**src/core/flash_cfg_pkg.sv**
```systemverilog
/*
  Package for the Flash wait / host gate / clock speed configuration block.
  Assumes a single 10 MHz clock domain and an AXI4-Lite register bus.
*/
package flash_cfg_pkg;
  // ==========================================================================
  // Register map
  // ==========================================================================
  localparam logic [3:0] OFS_FLASH_WAIT  = 4'h0;
  localparam logic [3:0] OFS_CLOCK_CFG   = 4'h4;
  localparam logic [3:0] OFS_STATUS      = 4'h8;
  localparam logic [3:0] OFS_ACCESS_REQ  = 4'hC;
  // ==========================================================================
  // Field layout and reset values
  // ==========================================================================
  localparam int         HOST_ALLOW_BIT  = 3;
  localparam int         FAST_CLK_BIT    = 7;
  localparam logic [1:0] FLASH_WAIT_RST  = 2'h3;
  localparam logic       HOST_ALLOW_RST  = 1'b1;
  localparam logic       FAST_CLK_RST    = 1'b1;
  // ==========================================================================
  // Timing, bus response codes and access states
  // ==========================================================================
  localparam int         CLKS_PER_WAIT   = 2;
  localparam logic [7:0] HOST_WAIT_FAST  = 8'hC0;
  localparam logic [7:0] HOST_WAIT_SLOW  = 8'h60;
  localparam logic [1:0] RESP_OKAY       = 2'h0;
  localparam logic [1:0] RESP_SLVERR     = 2'h2;
  typedef enum logic [1:0]
  {
    ACC_IDLE = 2'b00,
    ACC_WAIT = 2'b01,
    ACC_DONE = 2'b10
  } acc_state_t;
endpackage : flash_cfg_pkg

```
**src/core/flash_wait_timer.sv**
```systemverilog
/*
  Flash access wait-state sequencer: stretches one granted access by the
  programmed number of wait states, two clocks each.
  Samples acc_req only while idle, so a one-clock request pulse suffices.
*/
`timescale 1ns/1ps
`default_nettype none
module flash_wait_timer
  import flash_cfg_pkg::*;
(
  // Clock and reset
  input  wire logic       aclk,
  input  wire logic       aresetn,
  // Access request
  input  wire logic       acc_req,
  input  wire logic [1:0] wait_count,
  output logic            acc_done,
  output logic            acc_busy
);
  acc_state_t state_ff;
  acc_state_t nxt_state;
  logic [2:0] cnt_ff;
  logic [2:0] nxt_cnt;
  wire  [2:0] load_cnt;
  // Each wait state is two clocks.
  assign load_cnt = {wait_count, 1'b0};

  always_comb
  begin
    nxt_state = state_ff;
    nxt_cnt   = cnt_ff;
    case (state_ff)
      ACC_IDLE:
        if (acc_req)
        begin
          nxt_cnt   = load_cnt;
          nxt_state = (load_cnt == 3'h0) ? ACC_DONE : ACC_WAIT;
        end
      ACC_WAIT:
      begin
        nxt_cnt = cnt_ff - 3'h1;
        if (cnt_ff == 3'h1)
          nxt_state = ACC_DONE;
      end
      ACC_DONE:
        nxt_state = ACC_IDLE;
      default:
        nxt_state = ACC_IDLE;
    endcase
  end

  always_ff @(posedge aclk)
  begin
    if (!aresetn)
    begin
      state_ff <= ACC_IDLE;
      cnt_ff   <= 3'h0;
    end
    else
    begin
      state_ff <= nxt_state;
      cnt_ff   <= nxt_cnt;
    end
  end

  assign acc_done = (state_ff == ACC_DONE);
  assign acc_busy = (state_ff != ACC_IDLE);

  a_wait_length: assert property (@(posedge aclk) disable iff (!aresetn)
    (state_ff == ACC_IDLE && acc_req && wait_count == 2'h1)
      |=> (state_ff == ACC_WAIT) [*2] ##1 (state_ff == ACC_DONE))
    else $error("one wait state did not last two clocks");
  a_zero_wait: assert property (@(posedge aclk) disable iff (!aresetn)
    (state_ff == ACC_IDLE && acc_req && wait_count == 2'h0)
      |=> state_ff == ACC_DONE)
    else $error("zero wait access was stretched");
endmodule : flash_wait_timer
`default_nettype wire

```
**src/core/flash_wait_host_gate_clock_cfg.sv**
```systemverilog
/*
  Flash wait / host gate / fast clock configuration with AXI4-Lite slave.
  Assumes one 10 MHz clock; host and core access requests come from logic
  on the same clock and hold until their done pulse.
*/
// The AXI4-Lite interface to the registers and the register addresses were left to the implementer.
`timescale 1ns/1ps
`default_nettype none
// Function
// A host memory access passes only while the host allow bit is one.
// The two-bit Flash wait code selects 0 to 3 wait states, reset 3.
// Every added Flash wait state lasts two main clock periods.
// The same wait count applies to core and to host Flash accesses.
// Firmware sets the wait count no lower than the core's own waits.
// Software writes zero to reserved bits, whose reads are undefined.
// With fast clock select set the transceiver clock is divided by two.
// The host wait limit is 192 clocks when fast, 96 when slow.
// That limit keeps the host WAIT assertion within the card limit.
// Firmware sets fast clock select for a main clock above 20 MHz.
// Firmware should clear fast clock select at 20 MHz or slower.
// Fast clock select resets to one and also reaches the rate logic.
module flash_wait_host_gate_clock_cfg
  import flash_cfg_pkg::*;
(
  // Clock and reset
  input  wire logic        aclk,
  input  wire logic        aresetn,
  // AXI4-Lite write address and data
  input  wire logic [3:0]  s_axi_awaddr,
  input  wire logic        s_axi_awvalid,
  output logic             s_axi_awready,
  input  wire logic [31:0] s_axi_wdata,
  input  wire logic [3:0]  s_axi_wstrb,
  input  wire logic        s_axi_wvalid,
  output logic             s_axi_wready,
  // AXI4-Lite write response
  output logic [1:0]       s_axi_bresp,
  output logic             s_axi_bvalid,
  input  wire logic        s_axi_bready,
  // AXI4-Lite read
  input  wire logic [3:0]  s_axi_araddr,
  input  wire logic        s_axi_arvalid,
  output logic             s_axi_arready,
  output logic [31:0]      s_axi_rdata,
  output logic [1:0]       s_axi_rresp,
  output logic             s_axi_rvalid,
  input  wire logic        s_axi_rready,
  // Flash accesses from core and host
  input  wire logic        core_flash_req,
  input  wire logic        host_flash_req,
  output logic             core_flash_done,
  output logic             host_flash_done,
  output logic             host_flash_blocked,
  // Host bus wait and transceiver clock enable
  output logic             host_wait_ff,
  output logic             attach_clk_en_ff,
  output logic             fast_clock_select_ff
);
  // ==========================================================================
  // Configuration registers
  // ==========================================================================
  logic [1:0] flash_wait_count_ff;
  logic       host_mem_access_allow_ff;
  logic [7:0] host_wait_limit_counter_ff;
  logic       host_timeout_ff;
  logic       div_ff;
  logic       owner_host_ff;
  logic       core_done_ff;
  logic       host_done_ff;
  logic       blocked_ff;

  wire        wr_go;
  wire        wr_flash;
  wire        wr_clock;
  wire        wr_hit;
  wire        acc_done;
  wire        acc_busy;
  wire        grant_host;
  wire        grant_core;
  wire        acc_req;
  wire        done_hold;
  wire        host_active;
  wire [7:0]  wait_limit;
  wire [31:0] rd_mux;
  wire        rd_hit;

  assign wr_go    = s_axi_awvalid && s_axi_wvalid && !s_axi_bvalid;
  assign wr_flash = wr_go && s_axi_awaddr == OFS_FLASH_WAIT && s_axi_wstrb[0];
  assign wr_clock = wr_go && s_axi_awaddr == OFS_CLOCK_CFG && s_axi_wstrb[0];
  assign wr_hit   = s_axi_awaddr == OFS_FLASH_WAIT
                 || s_axi_awaddr == OFS_CLOCK_CFG;
  // Reserved bits are not stored and read back as zero.
  assign rd_hit   = s_axi_araddr == OFS_FLASH_WAIT
                 || s_axi_araddr == OFS_CLOCK_CFG
                 || s_axi_araddr == OFS_STATUS;
  assign rd_mux   = (s_axi_araddr == OFS_FLASH_WAIT) ?
                      {28'h0, host_mem_access_allow_ff, 1'b0,
                       flash_wait_count_ff} :
                    (s_axi_araddr == OFS_CLOCK_CFG) ?
                      {24'h0, fast_clock_select_ff, 7'h0} :
                    (s_axi_araddr == OFS_STATUS) ?
                      {20'h0, host_timeout_ff, host_wait_ff, acc_busy,
                       owner_host_ff, host_wait_limit_counter_ff} :
                      32'h0;

  always_ff @(posedge aclk)
  begin
    if (!aresetn)
    begin
      flash_wait_count_ff      <= FLASH_WAIT_RST;
      host_mem_access_allow_ff <= HOST_ALLOW_RST;
      fast_clock_select_ff     <= FAST_CLK_RST;
    end
    else
    begin
      if (wr_flash)
      begin
        flash_wait_count_ff      <= s_axi_wdata[1:0];
        host_mem_access_allow_ff <= s_axi_wdata[HOST_ALLOW_BIT];
      end
      if (wr_clock)
        fast_clock_select_ff <= s_axi_wdata[FAST_CLK_BIT];
    end
  end

  // ==========================================================================
  // AXI4-Lite handshakes
  // ==========================================================================
  // Address and data are taken together in one cycle; the answer follows
  // one clock later, which keeps the slave free of skid storage.
  always_ff @(posedge aclk)
  begin
    if (!aresetn)
    begin
      s_axi_awready <= 1'b0;
      s_axi_wready  <= 1'b0;
      s_axi_bvalid  <= 1'b0;
      s_axi_bresp   <= RESP_OKAY;
      s_axi_arready <= 1'b0;
      s_axi_rvalid  <= 1'b0;
      s_axi_rresp   <= RESP_OKAY;
      s_axi_rdata   <= 32'h0;
    end
    else
    begin
      s_axi_awready <= wr_go && !s_axi_awready;
      s_axi_wready  <= wr_go && !s_axi_awready;
      if (s_axi_awready)
      begin
        s_axi_bvalid <= 1'b1;
        s_axi_bresp  <= wr_hit ? RESP_OKAY : RESP_SLVERR;
      end
      else if (s_axi_bready)
        s_axi_bvalid <= 1'b0;
      s_axi_arready <= s_axi_arvalid && !s_axi_rvalid && !s_axi_arready;
      if (s_axi_arready)
      begin
        s_axi_rvalid <= 1'b1;
        s_axi_rdata  <= rd_mux;
        s_axi_rresp  <= rd_hit ? RESP_OKAY : RESP_SLVERR;
      end
      else if (s_axi_rready)
        s_axi_rvalid <= 1'b0;
    end
  end

  // ==========================================================================
  // Flash arbitration
  // ==========================================================================
  // The host wins ties; a blocked host request never reaches the timer.
  // While a done pulse stands, its requester has not yet dropped the
  // request; a grant then would start the same access a second time.
  assign done_hold   = core_done_ff || host_done_ff;
  assign host_active = host_flash_req && host_mem_access_allow_ff;
  assign grant_host  = !acc_busy && !done_hold && host_active;
  assign grant_core  = !acc_busy && !done_hold && !host_active
                    && core_flash_req;
  assign acc_req     = grant_host || grant_core;

  flash_wait_timer u_wait
  (
    .aclk       (aclk),
    .aresetn    (aresetn),
    .acc_req    (acc_req),
    .wait_count (flash_wait_count_ff),
    .acc_done   (acc_done),
    .acc_busy   (acc_busy)
  );

  always_ff @(posedge aclk)
  begin
    if (!aresetn)
    begin
      owner_host_ff <= 1'b0;
      core_done_ff  <= 1'b0;
      host_done_ff  <= 1'b0;
      blocked_ff    <= 1'b0;
    end
    else
    begin
      if (acc_req)
        owner_host_ff <= grant_host;
      core_done_ff <= acc_done && !owner_host_ff;
      host_done_ff <= acc_done && owner_host_ff;
      blocked_ff   <= host_flash_req && !host_mem_access_allow_ff;
    end
  end

  assign core_flash_done    = core_done_ff;
  assign host_flash_done    = host_done_ff;
  assign host_flash_blocked = blocked_ff;

  // ==========================================================================
  // Host wait limit and transceiver clock
  // ==========================================================================
  // The limit bounds the host WAIT strobe; on expiry WAIT drops even if the
  // Flash has not answered, since an overlong WAIT would hang the host bus.
  assign wait_limit = fast_clock_select_ff ? HOST_WAIT_FAST
                                           : HOST_WAIT_SLOW;

  always_ff @(posedge aclk)
  begin
    if (!aresetn)
    begin
      host_wait_limit_counter_ff <= 8'h0;
      host_wait_ff               <= 1'b0;
      host_timeout_ff            <= 1'b0;
      div_ff                     <= 1'b0;
      attach_clk_en_ff           <= 1'b0;
    end
    else
    begin
      // The clear comes first so that an expiry in the same cycle wins.
      if (!host_flash_req)
        host_timeout_ff <= 1'b0;
      if (host_active && !host_wait_ff && !host_timeout_ff && !host_done_ff)
      begin
        host_wait_ff               <= 1'b1;
        host_wait_limit_counter_ff <= wait_limit;
      end
      else if (host_wait_ff)
      begin
        host_wait_limit_counter_ff <= host_wait_limit_counter_ff - 8'h1;
        if (host_done_ff)
          host_wait_ff <= 1'b0;
        else if (host_wait_limit_counter_ff == 8'h1)
        begin
          host_wait_ff    <= 1'b0;
          host_timeout_ff <= 1'b1;
        end
      end
      div_ff           <= !div_ff;
      attach_clk_en_ff <= fast_clock_select_ff ? div_ff : 1'b1;
    end
  end

  a_host_blocked: assert property (@(posedge aclk) disable iff (!aresetn)
    (host_flash_req && !host_mem_access_allow_ff) |=> host_flash_blocked)
    else $error("blocked host request not flagged");
  a_flash_reset: assert property (@(posedge aclk)
    !aresetn |=> flash_wait_count_ff == FLASH_WAIT_RST
               && fast_clock_select_ff)
    else $error("wrong reset value for wait count or clock select");
  a_attach_divide: assert property (@(posedge aclk) disable iff (!aresetn)
    (fast_clock_select_ff && $past(fast_clock_select_ff) && attach_clk_en_ff)
      |=> !attach_clk_en_ff || !fast_clock_select_ff)
    else $error("transceiver enable not halved in fast mode");
  a_wait_bound: assert property (@(posedge aclk) disable iff (!aresetn)
    host_wait_ff |-> host_wait_limit_counter_ff <= wait_limit)
    else $error("host wait count beyond limit");
  a_wait_slow: assert property (@(posedge aclk) disable iff (!aresetn)
    ($rose(host_wait_ff) && !fast_clock_select_ff)
      |-> host_wait_limit_counter_ff == HOST_WAIT_SLOW)
    else $error("slow wait limit not loaded");
  a_core_done: assert property (@(posedge aclk) disable iff (!aresetn)
    (acc_done && !owner_host_ff) |=> core_flash_done)
    else $error("core access completion lost");
  a_bresp_timing: assert property (@(posedge aclk) disable iff (!aresetn)
    s_axi_awready |=> s_axi_bvalid)
    else $error("write response not given");
  a_fast_reset: assert property (@(posedge aclk)
    !aresetn |=> fast_clock_select_ff == FAST_CLK_RST)
    else $error("fast clock select reset wrong");
endmodule : flash_wait_host_gate_clock_cfg
`default_nettype wire

```
**config.mk**
```make
export PLATFORM = sky130hd
export DESIGN_NAME = flash_wait_host_gate_clock_cfg
export DESIGN_NICKNAME = d
export VERILOG_FILES = /design/src/core/flash_cfg_pkg.sv /design/src/core/flash_wait_timer.sv /design/src/core/flash_wait_host_gate_clock_cfg.sv
export SDC_FILE = /design/constraint.sdc
export NUM_CORES = 1
export LEC_CHECK = 0
export BUFFER_PORTS_ARGS = -buffer_cell sky130_fd_sc_hd__buf_2
export CAP_MARGIN = 20
export CORE_ASPECT_RATIO = 1.4
export CORE_MARGIN = 4
export CORE_UTILIZATION = 41
export DETAILED_ROUTE_END_ITERATION = 10
export PLACE_DENSITY = 0.76
export SYNTH_ARGS = -nofsm -noshare
export SYNTH_HDL_FRONTEND = slang
export SYNTH_SLANG_ARGS = --single-unit
```
**constraint.sdc**
```tcl
create_clock -name aclk -period 1.75 [get_ports aclk]
set_input_delay 0.175 -clock aclk [delete_from_list [all_inputs] [get_ports aclk]]
set_output_delay 0.175 -clock aclk [all_outputs]
set_load 0.01 [all_outputs]
```
Word-level counts from Yosys, hierarchy flattened. Index checks and enable logic that the tools add are counted.

$lt $le $gt $ge: 0. Divide/modulo/power cells: 0. Bitwise operators: 0. $mul: 0. Equality and inequality tests: 9. Reductions and logical operators: 49. Mux-type cells: 28. Add/subtract/negate cells: 2. Shifts and indexed selects: 0.

Operators by type and width (number): $mux 12 (3); $mux 8 (3); $logic_and 1x1->1 (20); $mux 1 (14); $logic_not 1->1 (13); $mux 2 (5); $reduce_bool 2->1 (5); $eq 4x3->1 const B (2); $eq 8x1->1 const B (1); $logic_not 4->1 (2); $sub 8x1->8 const B (1); $pmux 3 s2 (1); $logic_or 1x1->1 (5); $eq 4x4->1 const B (1); $pmux 2 s2 (1); $reduce_and 2->1 (2); $eq 3x1->1 const B (1); $logic_not 3->1 (1); $mux 3 (1); $sub 3x1->3 const B (1); $eq 2x1->1 const B (1); $eq 2x2->1 const B (1); $logic_not 2->1 (1); $ne 2x1->1 const B (1); $ne 2x2->1 const B (1).

Memories: 0. ROM bits: 0. Register bits: 65. Logic and storage cells: 109. Bits in latches: 0. Input port bits: 53. Bits in writable memories: 0. Output and inout bits: 47.

Longest topological paths before layout. Gate-level depths: netlist of the first run.

Word-level depth: 8. Depth in mapped cells: 6. Gate-level depth less buffers: 6.

By module. Synthesis of the first run repeated with hierarchy kept, for this count alone.

Cells, all modules: 225. Area, all modules: 2015.7 um^2.

By module, submodules not included: flash_wait_host_gate_clock_cfg (instances 1, area each 1711.6 um^2, cells each 188); flash_wait_timer (instances 1, area each 304.0 um^2, cells each 37).

Worst setup path before layout of the first run. OpenSTA, ideal clock, no wires.

Path type: flip-flop to flip-flop. From: reg host_wait_ff. To: reg host_wait_limit_counter_ff[5]. Clock period less this slack: 1.760 ns. Arrival: 1.645 ns. Slack: -0.010 ns. Stages on the path, launching flop included: 6. Buffers on the path: 1. Cell sequence: dfxtp_1 -> buf_4 -> or3b_1 -> or4_1 -> and3_1 -> o21a_1.

Word-level cells in the longest chain between the ends: 5. Elaborated cells on any way between the ends: 6.

RTL lines: from (decl) (RTL line flash_wait_host_gate_clock_cfg.sv:55) `output logic host_wait_ff,`; from (signal assigned) (RTL line flash_wait_host_gate_clock_cfg.sv:226) `host_wait_ff <= 1'b0;`; from (signal assigned) (RTL line flash_wait_host_gate_clock_cfg.sv:238) `host_wait_ff <= 1'b1;`; from (signal assigned) (RTL line flash_wait_host_gate_clock_cfg.sv:245) `host_wait_ff <= 1'b0;`; $logic_not 1->1 (RTL line flash_wait_host_gate_clock_cfg.sv:236) `if (host_active && !host_wait_ff && !host_timeout_ff && !host_done_ff)`; $logic_and 1x1->1 (3 in a row) (RTL line flash_wait_host_gate_clock_cfg.sv:236); $mux 8 / $reduce_bool 2->1 (equally long branches); to (signal assigned) (RTL line flash_wait_host_gate_clock_cfg.sv:239) `host_wait_limit_counter_ff <= wait_limit;`; to (signal assigned) (RTL line flash_wait_host_gate_clock_cfg.sv:243) `host_wait_limit_counter_ff <= host_wait_limit_counter_ff - 8'h1;`; to (decl) (RTL line flash_wait_host_gate_clock_cfg.sv:64) `logic [7:0] host_wait_limit_counter_ff;`.

Parallel ways exist; a longest one is shown, timed or not. A chain may end at the register's enable or synchronous reset.

Final worst setup path of the first run.
From: reg host_wait_limit_counter_ff[4]. To: reg host_wait_ff.

Word-level cells in the longest chain between the ends: 5.

RTL lines: $eq 8x1->1 (RTL line flash_wait_host_gate_clock_cfg.sv:246) `else if (host_wait_limit_counter_ff == 8'h1)`; $mux 1 (RTL line flash_wait_host_gate_clock_cfg.sv:246); $mux 1 (RTL line flash_wait_host_gate_clock_cfg.sv:244) `if (host_done_ff)`; $mux 1 (RTL line flash_wait_host_gate_clock_cfg.sv:241) `else if (host_wait_ff)`; $mux 1 (RTL line flash_wait_host_gate_clock_cfg.sv:236); to (signal assigned) (RTL line flash_wait_host_gate_clock_cfg.sv:238); to (signal assigned) (RTL line flash_wait_host_gate_clock_cfg.sv:245); to (signal assigned) (RTL line flash_wait_host_gate_clock_cfg.sv:248) `host_wait_ff <= 1'b0;`.

No other way between the ends.

==> results of run 1 <==
through the flow:
stage                     total power, mW  cell area, µm²
final                                2.18            2380
after global routing                 2.30            2380
after floorplan                      1.34            2100
after detailed placement             1.40            2250
after CTS                            2.20            2370
after global placement               1.39            2250
worst register-to-register path, stage by stage (launching register included):
cell	delay (ps)
dfxtp_1	350
or4_1	590
nor4b_2	380
nand3b_1	150
a21boi_0	70
path summary, 6_finish.rpt:
kind | endpoint | slack [ps] | cells past startpoint
setup / recovery | host_wait_ff | 80 | 4
hold / removal | flash_wait_count_ff[0] | 90 | 3
setup reg to reg | host_wait_ff | 80 | 4
hold reg to reg | div_ff | 420 | 1
timing repair:
item,4_1_cts,5_1_grt
setup endpoints to repair,2,3
gates resized for setup,1,2
pin swaps,0,0
buffers inserted,0,0
cells in the mapped netlist, drive strengths merged:
cell / instances
or4: 2
xnor2: 5
o21ai: 5
nand3b: 3
nand4b: 1
xor2: 1
nor4: 1
a32oi: 1
a21oi: 9
a22oi: 1
or2b: 1
nor2: 12
and4b: 1
nand2b: 6
conb: 1
o22ai: 2
mux2: 3
nand3: 4
nand4: 1
o2bb2ai: 1
or3b: 1
inv: 7
nand2: 16
nor4bb: 1
o211a: 1
nor4b: 1
o31a: 2
nor3b: 1
a31oi: 1
mux2i: 5
nor2b: 20
and3: 4
clkbuf: 7
o21a: 4
and3b: 2
and2: 2
buf: 24
nor3: 6
ha: 4
dfxtp: 43
a21boi: 10
cell type report:
class	instances	area, µm²	area share
multi-input cells	163	1020	0.426
flip-flops and latches	43	862	0.362
repair buffers	53	283	0.119
clock buffers	6	82.6	0.0347
well taps	62	77.6	0.0326
clock inverters	2	35.0	0.0147
inverters	7	26.3	0.0110
power breakdown:
| group | leakage (nW) | internal (mW) | switching, mW | total, mW |
|---|---|---|---|---|
| Clock | 0.0612 | 0.462 | 0.331 | 0.792 |
| Combinational | 0.695 | 0.148 | 0.170 | 0.317 |
| Sequential | 0.351 | 1.03 | 0.0392 | 1.07 |
| Total | 1.11 | 1.64 | 0.540 | 2.18 |
metal layers:
metal / track usage / up-vias
met4: 0.0491 / 0
met5: 0 / -
met2: 0.228 / 59
met3: 0.0457 / 5
li1: - / 808
met1: 0.173 / 711
state kept, by name, summed over array words and instances (netlist names), 2 cells and up:
register	count
u_wait.cnt_ff	3
host_wait_limit_counter_ff	8
flash_wait_count_ff	2
u_wait.state_ff	2
s_axi_rdata	12
kinds of logic after synthesis:
| family | share of synthesized area |
|---|---|
| buf+inv | 0.116 |
| compound gates | 0.122 |
| flops | 0.427 |
| mux | 0.0416 |
| xor+xnor | 0.0261 |
| other cells | 0.00186 |
| fa+ha+maj | 0.0248 |
| simple gates | 0.240 |
==> flow_summary_export.csv, run 1 <==
group,metric,value,unit
setup_path,crit_type,"reg -> reg",
global_route,grt_pass1_wl,6700,µm
sta,maxSlewViolCount,0,
layout,instances_no_fill,336,
cts,cts-root-buf,"clkbuf_8",
global_route,grt_use_total,0.141,
floorplanning,io_pins,100,
hold_path,min-delay-start,"s_axi_wdata[0]",
global_route,antenna_found_initial,0,
floorplanning,die_w,67.2,µm
global_route,grt_overflow,0,
sta,final.setup.worst_slack,75.7,ps
route,drt-total-wl,4040,µm
layout,mostFrequentLayoutCells,"46 x buf_2, 42 x dfxtp_1, 22 x conb_1",
sta,clock.fmax,0.597,GHz
logic_synthesis,yosysWarnings,0,
place,dp_cells,328,
setup_path,cp-start-kind,"flop",
cts,h-tree-depth,2,
logic_synthesis,synthCells,223,
sta,worstMarginPinSlew,585,ps
sta,setup_viol_count_final,0,
sta,fin_skew,10.4,ps
logic_synthesis,ys_types,42,
route,drt-pass1-iter-count,4,
sta,holdWs,85.5,ps
setup_path,crit_family,"simple AND/OR/NAND/NOR gates",
layout,fillers,464,
sta,fin_crit_sh,0.957,
place,globalplace.congestion,0.785,
cts,clkSlewWorstSetupHoldPaths,80,ps
route,routed-wl-met2,1950,µm
route,via_per_inst,4.71,
layout,syn2layout_area_growth,18.3,%
outcome,status,"complete, no violations",
layout,final_core_util,0.513,
setup_path,required,1920,ps
setup_path,cpPeakStageDelay,590,ps
setup_path,crit_slowest_cell,"or4_1",
route,top_layer,"met4",
pwr,total_leakage_power,1.11,nW
place,pre_cts_slack,-20.1,ps
route,wl_per_cell,12.0,µm
route,drc_errors,0,
setup_path,worst_setup_path_end_kind,"flop",
global_route,grt_pass1_vias,1466,
cts,cts.sinks,43,
place,io_buffers,46,
route,ant_nets,0,
route,drtIter0Drc,33,
logic_synthesis,yosysSeqAreaShare,0.427,
setup_path,worstPathArrival,1840,ps
cts,clockBufferDepth,2,
floorplanning,die_h,90.9,µm
pwr,ir_worst_vdd,0.644,mV
cts,cts_tree,"yes",
setup_path,critPathLaunch,"host_wait_limit_counter_ff[4]",
floorplanning,fp.dieArea,0.00611,mm²
logic_synthesis,syn-cell-area,0.00201,mm²
sta,relSlewSlack,0.610,
layout,layout-drive-gt1-share,0.248,
layout,final_common_cell,"buf_2",
logic_synthesis,synth_top_area_share,0.427,
cts,clock_latency,300,ps
cts,cts_hold_buf,0,
floorplanning,fp-row-count,29,
sta,tns,0,ps
logic_synthesis,synthTopCellsByArea,"dfxtp_1 43%, buf_4 8.9%, nor2b_1 6.2%",
setup_path,worst-path-max-fanout,4,
hold_path,holdCritPathClass,"in -> reg",
setup_path,crit_buf_inv,0,
place,dpl.hpwl,2970,µm
setup_path,timing.rr.start,"host_wait_limit_counter_ff[4]",
layout,antennaDiodeCount,0,
pwr,powerDensity,914,mW/mm²
logic_synthesis,yosysTopAreaCell,"dfxtp_1",
logic_synthesis,ys_seq_elements,43,
logic_synthesis,avgSynthCellArea,9.03,µm²
sta,hold_violations,0,
route,vias,1583,
sta,rsz0062_at_grt,"false",
route,wl_met1,1720,µm
run,drv_cap,0,
floorplanning,placeableCoreArea,0.00464,mm²
sta,period_needed,1670,ps
global_route,grt_max_degree,41,
layout,nNetsFinal,330,
route,wl_met3,314,µm
floorplanning,start_util,0.434,
cts,numCtsBuffers,5,
setup_path,path_cells,"or4_1, nor4b_2, nand3b_1, a21boi_0",
(Power assumes the default switching activity.)
==> inputs of run 2 (changes only) <==
ABC_AREA = 1   (was unset)
CORE_UTILIZATION = 42   (was 41)
SYNTH_HIERARCHICAL = 1   (was unset)
==> run 2 against run 1 <==
Net effect:
- sequential share of layout area fell by 1.2 points
- maximum frequency rose by 16%
- clock-buffer cell count did not move
- via count rose by 21%
- cell count rose by 21%
- synthesized cell count rose by 33%
- core utilization fell by 0.93 points
- area after synthesis rose by 5.7%
- non-clock buffer count fell by 6
- largest power group unchanged
==> flow_summary_export.csv, run 2 <==
group,metric,value,unit
pwr,swShare,0.301,
setup_path,worst-path-max-fanout,5,
global_route,grt_use_total,0.159,
place,io_buffers,46,
layout,antennaDiodeCount,0,
layout,reg_top3,"s_axi_rdata (12), host_wait_limit_counter_ff (8), u_wait/cnt_ff (3)",
logic_synthesis,ys_types,30,
floorplanning,placeableCoreArea,0.00488,mm²
route,vias,1916,
sta,fin_skew,6.01,ps
cts,cts_hold_buf,0,
setup_path,timing.rr.start,"u_wait/state_ff[0]",
global_route,grt_util_met3,0.0355,
setup_path,required,1990,ps
cts,cts.sinks,43,
setup_path,worst_setup_path_end_kind,"flop",
route,wl_per_cell,11.6,µm
setup_path,cp-start-kind,"flop",
sta,tns,0,ps
layout,largest-register,"s_axi_rdata",
pwr,seqPwrFrac,0.433,
pwr,switchingPower,796,µW
logic_synthesis,synth-edff-count,0,
run,drv_cap,0,
setup_path,r2r-end,"u_wait/cnt_ff[1]",
setup_path,worstPathArrival,1690,ps
global_route,grt_overflow,0,
setup_path,rr_worst_depth,9,
sta,clock.fmax,0.692,GHz
global_route,grt_max_degree,18,
sta,setup_viol_count_final,0,
cts,clockBufferDepth,2,
sta,hold_violations,0,
route,drtIter0Drc,59,
global_route,grt_use_met2,0.273,
route,via_per_inst,4.70,
setup_path,critPathLaunch,"u_wait/state_ff[0]",
cts,h-tree-depth,2,
layout,nNetsFinal,400,
global_route,grt_pass1_vias,1772,
cts,post_cts_buffers,0,
pwr,pwr-share-clk,0.344,
sta,rsz0062_at_grt,"false",
global_route,top_usage_layer,"met2",
floorplanning,die_w,68.2,µm
pwr,p_comb_frac,0.223,
layout,layout-drive-gt1-share,0.230,
cts,cts-resized-gates,0,
logic_synthesis,yosysSeqAreaShare,0.404,
logic_synthesis,async_reset_ff_frac,0,
layout,design_area,0.00246,mm²
sta,fin_crit_sh,0.826,
place,dpl.hpwl,3680,µm
cts,cts_tree,"yes",
sta,maxSlewViolCount,0,
cts,numCtsBuffers,5,
pwr,total_leakage_power,1.27,nW
place,dp_cells,400,
cts,clkSlewWorstSetupHoldPaths,80,ps
route,drt-pass1-iter-count,5,
global_route,grt_pass1_wl,7670,µm
cts,clock_latency,300,ps
route,drt-total-wl,4740,µm
logic_synthesis,synth_top_area_share,0.404,
cts,cts-root-buf,"clkbuf_8",
layout,syn2layout_area_growth,15.4,%
layout,final_common_cell,"nand2_1",
setup_path,r2r_slack,310,ps
pwr,ir_worst_vdd,0.464,mV
setup_path,crit_path_end,"u_wait/cnt_ff[1]",
global_route,use_met1,0.173,
logic_synthesis,synthTopCellsByArea,"dfxtp_1 40%, nand2_1 9.0%, buf_4 8.5%",
floorplanning,fp.dieArea,0.00629,mm²
setup_path,crit_type,"reg -> reg",
route,drc_errors,0,
hold_path,holdCritPathClass,"in -> reg",
place,globalplace.congestion,0.810,
sta,period_needed,1440,ps
floorplanning,fp-row-count,30,
floorplanning,io_pins,100,
pwr,powerDensity,1080,mW/mm²
route,ant_nets,0,
floorplanning,die_h,92.3,µm
logic_synthesis,yosysTopAreaCell,"dfxtp_1",
global_route,antenna_found_initial,0,
logic_synthesis,yosysWarnings,6,
layout,mostFrequentLayoutCells,"51 x nand2_1, 46 x buf_2, 43 x dfxtp_1",
logic_synthesis,synthCells,296,
floorplanning,start_util,0.436,
logic_synthesis,avgSynthCellArea,7.19,µm²
logic_synthesis,synth.most_common_cell,"nand2_1",
logic_synthesis,ys_seq_elements,43,
logic_synthesis,synth_common_cells,"51 x nand2_1, 43 x dfxtp_1, 36 x nor2_1",
outcome,status,"complete, no violations",
layout,instances_no_fill,408,
logic_synthesis,synth_flop_cell,"dfxtp_1",
pwr,p_int,1.85,mW
logic_synthesis,syn-cell-area,0.00213,mm²
place,dpl_cell_area,0.00232,mm²
layout,largest_register_ffs,12,
[run 2: changes by cell type after synthesis, moves of 7 or more]
| cell | delta |
|---|---|
| nor2b_1 | -20 |
| inv_1 | +25 |
| clkbuf_1 | -7 |
| nand3_1 | +27 |
| nor2_1 | +24 |
| o21ai_1 | +8 |
| a21boi_0 | -10 |
| inv_2 | +8 |
| o31ai_1 | +8 |
| nand2_1 | +35 |
[run 2: layout make-up]
| cell class | instances | area, µm² |
|---|---|---|
| Sequential cell | 43 | 861 |
| Tap cell | 64 | 80.1 |
| Clock buffer | 6 | 72.6 |
| Clock inverter | 2 | 60.1 |
| Fill cell | 504 | 2420 |
| Timing Repair Buffer | 47 | 238 |
| Inverter | 41 | 154 |
| Multi-Input combinational cell | 205 | 992 |
[run 2: stage by stage]
| step | power [mW] | util | setup WS (ps) | hold slack [ps] |
|---|---|---|---|---|
| floorplan | 1.64 | - | 451 | 279 |
| global route | 2.80 | 0.504 | 67.9 | 60.6 |
| finish | 2.64 | 0.504 | 305 | 62.8 |
| detailed placement | 1.75 | 0.475 | 233 | 373 |
| global placement | 1.73 | 0.475 | 283 | 368 |
| CTS | 2.66 | 0.503 | 225 | 57.4 |
[run 2: layer usage]
layer	share of wire	wire length [µm]	vias up
met5	0	0	-
met4	0.030	140	0
met2	0.51	2440	48
met1	0.41	1920	863
met3	0.050	237	13
li1	-	-	992
[run 2: power groups by stage]
stage	Combinational, mW	Clock [mW]	Sequential (mW)
2_1_floorplan	0.485	0	1.16
3_3_place_gp	0.571	0	1.16
4_1_cts	0.591	0.929	1.14
6_report	0.591	0.910	1.14
5_1_grt	0.691	0.954	1.15
3_5_place_dp	0.588	0	1.17
[run 2: worst max-delay path, stage by stage, from the launching register on]
cell and delay, ps:
dfxtp_1 380, nor2_1 160, inv_1 90, nor3_2 190, nand3_1 110, nand2_1 140, o21ai_2 110, nand2_1 80
nand2_1 40, nor2_1 90
[run 2: worst min path at each step]
stage	start	end	slack (ps)	cells past startpoint
after CTS	s_axi_rready	s_axi_rvalid	60	2
after global routing	s_axi_rready	s_axi_rvalid	60	2
after floorplan	s_axi_rready	s_axi_rvalid	280	1
after detailed placement	s_axi_rready	s_axi_rvalid	370	2
final	s_axi_rready	s_axi_rvalid	60	2
after global placement	s_axi_rready	s_axi_rvalid	370	2
[run 2: kinds of logic (layout without fill, tap and decap cells)]
logic type | Yosys count | in the layout | synth area share
compound gates | 37 | 37 | 0.104
buf+inv | 69 | 96 | 0.169
fa+ha+maj | 4 | 4 | 0.0235
flops | 43 | 43 | 0.404
other cells | 1 | 22 | 0.00176
simple gates | 142 | 142 | 0.297
==> inputs of run 3 (changes only) <==
clock period = 1.2 ns   (was 1.75 ns; I/O delays follow)
==> run 3 against run 2 <==
Net effect:
- the flow now finishes with violations (setup timing)
- flip-flop and latch count is the same
- combinational power increased by 86%
- non-clock buffer count increased by 16
- die area did not move
- clock power grew 45%
- critical path type unchanged
- highest routed layer unchanged
==> flow_summary_export.csv, run 3 (same netlist as run 2, synthesis figures left out) <==
group,metric,value,unit
place,dpl.hpwl,3720,µm
global_route,grt_pass1_wl,7890,µm
global_route,grt_overflow,0,
floorplanning,die_h,92.3,µm
layout,multiInputGateArea,0.00104,mm²
setup_path,timing.rr.start,"u_wait/state_ff[0]",
sta,holdWs,60.3,ps
pwr,powerDensity,1540,mW/mm²
setup_path,crit_type,"reg -> reg",
setup_path,worst_setup_path_end_kind,"flop",
layout,register_area,867,µm²
route,drt-total-wl,4850,µm
floorplanning,fp-row-count,30,
cts,h-tree-depth,2,
floorplanning,die_w,68.2,µm
setup_path,cp_common_cell,"nand2_1",
route,drtIter0Drc,106,
setup_path,crit_family,"simple AND/OR/NAND/NOR gates",
sta,maxSlewViolCount,0,
cts,cts-root-buf,"clkbuf_8",
layout,mostFrequentLayoutCells,"46 x nand2_1, 46 x buf_2, 38 x dfxtp_1",
route,ant_nets,0,
pwr,ir_worst_vdd,0.594,mV
pwr,total_leakage_power,1.36,nW
hold_path,holdCritPathClass,"in -> reg",
sta,tns,-40.5,ps
pwr,swShare,0.302,
hold_path,min_path_cells,3,
sta,final.setup.worst_slack,-26.4,ps
setup_path,worst-path-max-fanout,3,
sta,hold_violations,0,
sta,clock.fmax,0.815,GHz
pwr,switchingPower,1.23,mW
layout,nNetsFinal,416,
pwr,pwr-share-clk,0.325,
setup_path,crit_cells,9,
setup_path,r2r_slack,-30,ps
cts,cts.sinks,43,
cts,numCtsBuffers,5,
route,drt-pass1-iter-count,4,
route,wl_per_cell,11.4,µm
global_route,grt_max_degree,18,
setup_path,crit_slowest_cell,"dfxtp_2",
place,io_buffers,46,
route,drc_errors,0,
route,via_per_inst,4.69,
outcome,status,"finished with violations",
setup_path,worstPathArrival,1470,ps
pwr,seqPwrFrac,0.406,
floorplanning,io_pins,100,
layout,largest_register_ffs,12,
setup_path,cp-start-kind,"flop",
floorplanning,placeableCoreArea,0.00488,mm²
cts,clockBufferDepth,2,
route,vias,1987,
layout,layout-drive-gt1-share,0.308,
place,globalplace.congestion,0.809,
layout,antennaDiodeCount,0,
floorplanning,start_util,0.436,
pwr,p_comb_frac,0.269,
global_route,grt_pass1_vias,1798,
floorplanning,fp.dieArea,0.00629,mm²
pwr,p_int,2.84,mW
layout,reg_top3,"s_axi_rdata (12), host_wait_limit_counter_ff (8), u_wait/cnt_ff (3)",
cts,cts_tree,"yes",
run,drv_cap,0,
layout,fillers,483,
sta,rsz0062_at_grt,"true",
sta,period_needed,1230,ps
sta,setup_viol_count_final,2,
sta,fin_crit_sh,1.02,
setup_path,r2r-end,"u_wait/cnt_ff[2]",
layout,largest-register,"s_axi_rdata",
setup_path,required,1440,ps
hold_path,hold_end,"s_axi_arready",
global_route,antenna_found_initial,0,
global_route,grt_use_total,0.164,
cts,clkSlewWorstSetupHoldPaths,80,ps
hold_path,min-delay-start,"s_axi_arvalid",
pwr,power,4.07,mW
cts,clock_latency,300,ps
setup_path,rr_worst_depth,9,
setup_path,path_cells,"nor2_4, inv_2, nor3_4, nand3_2, nand2_2, nand3_1, nand2_1, nand2_1, a21oi_1",
setup_path,cpPeakStageDelay,340,ps
setup_path,crit_buf_inv,1,
outcome,violations,"setup timing",
layout,syn2layout_area_growth,24.0,%
sta,fin_skew,4.39,ps
-- run 3: cell types whose count changed in the layout (fill, tap and decap cells not counted), sizes merged --
cell | previous run | this run
buf | 47 | 62
clkinv | 1 | 0
dlygate4sd3 | 0 | 1
inv | 40 | 41
-- run 3: worst max-delay path by stage --
stage,start,to,slack (ps)
3_3_place_gp,u_wait/state_ff[1],u_wait/cnt_ff[2],-80
3_5_place_dp,u_wait/state_ff[1],u_wait/cnt_ff[2],-110
5_1_grt,u_wait/state_ff[0],u_wait/cnt_ff[1],-120
6_report,u_wait/state_ff[0],u_wait/cnt_ff[2],-30
4_1_cts,u_wait/state_ff[0],u_wait/cnt_ff[2],-100
2_1_floorplan,u_wait/state_ff[1],u_wait/cnt_ff[2],2
-- run 3: per-stage QoR --
stage,area [µm²],worst slack (ps),util,std cells
5_1_grt,2640,-123,0.541,424
4_1_cts,2590,-95.0,0.532,423
2_1_floorplan,2220,1.85,-,317
3_3_place_gp,2430,-75.7,0.497,413
3_5_place_dp,2430,-110,0.497,413
6_report,2640,-26.4,0.541,424
-- run 3: worst register-to-register path, delay by kind of cell, from the launching register on --
family,cells,cell delay (ps)
buf+inv,1,60
simple gates,7,660
flops,1,340
compound gates,1,110
-- run 3: power by group through the flow --
stage | clock network, mW | registers (mW) | logic [mW]
finish | 1.32 | 1.65 | 1.10
global route | 1.41 | 1.67 | 1.24
CTS | 1.35 | 1.65 | 1.07
detailed placement | 0 | 1.67 | 0.992
global placement | 0 | 1.67 | 0.968
floorplan | 0 | 1.69 | 0.717
-- run 3: layer usage --
layer,global-route usage,vias to the layer above,wire (µm)
li1,-,1023,-
met1,0.173,898,1880
met2,0.294,56,2630
met3,0.0392,10,241
met4,0.0713,0,99
met5,0,-,0
-- run 3: layout make-up --
cell class                 count  area share
clock buffer                   6      0.0275
clock inverter                 2      0.0227
sequential                    43       0.328
tap                           64      0.0303
inverter                      41      0.0592
timing repair buffer          63       0.136
multi-input combinational    205       0.395
-- run 3: repair_timing --
| item | 4_1_cts | 5_1_grt |
|---|---|---|
| endpoints found under the hold margin | 0 | 1 |
| hold buffers | 0 | 1 |
| buffers inserted | 2 | 0 |
| endpoints found under the setup margin | 7 | 14 |
| gates resized for setup | 6 | 15 |
| pin swaps | 5 | 3 |
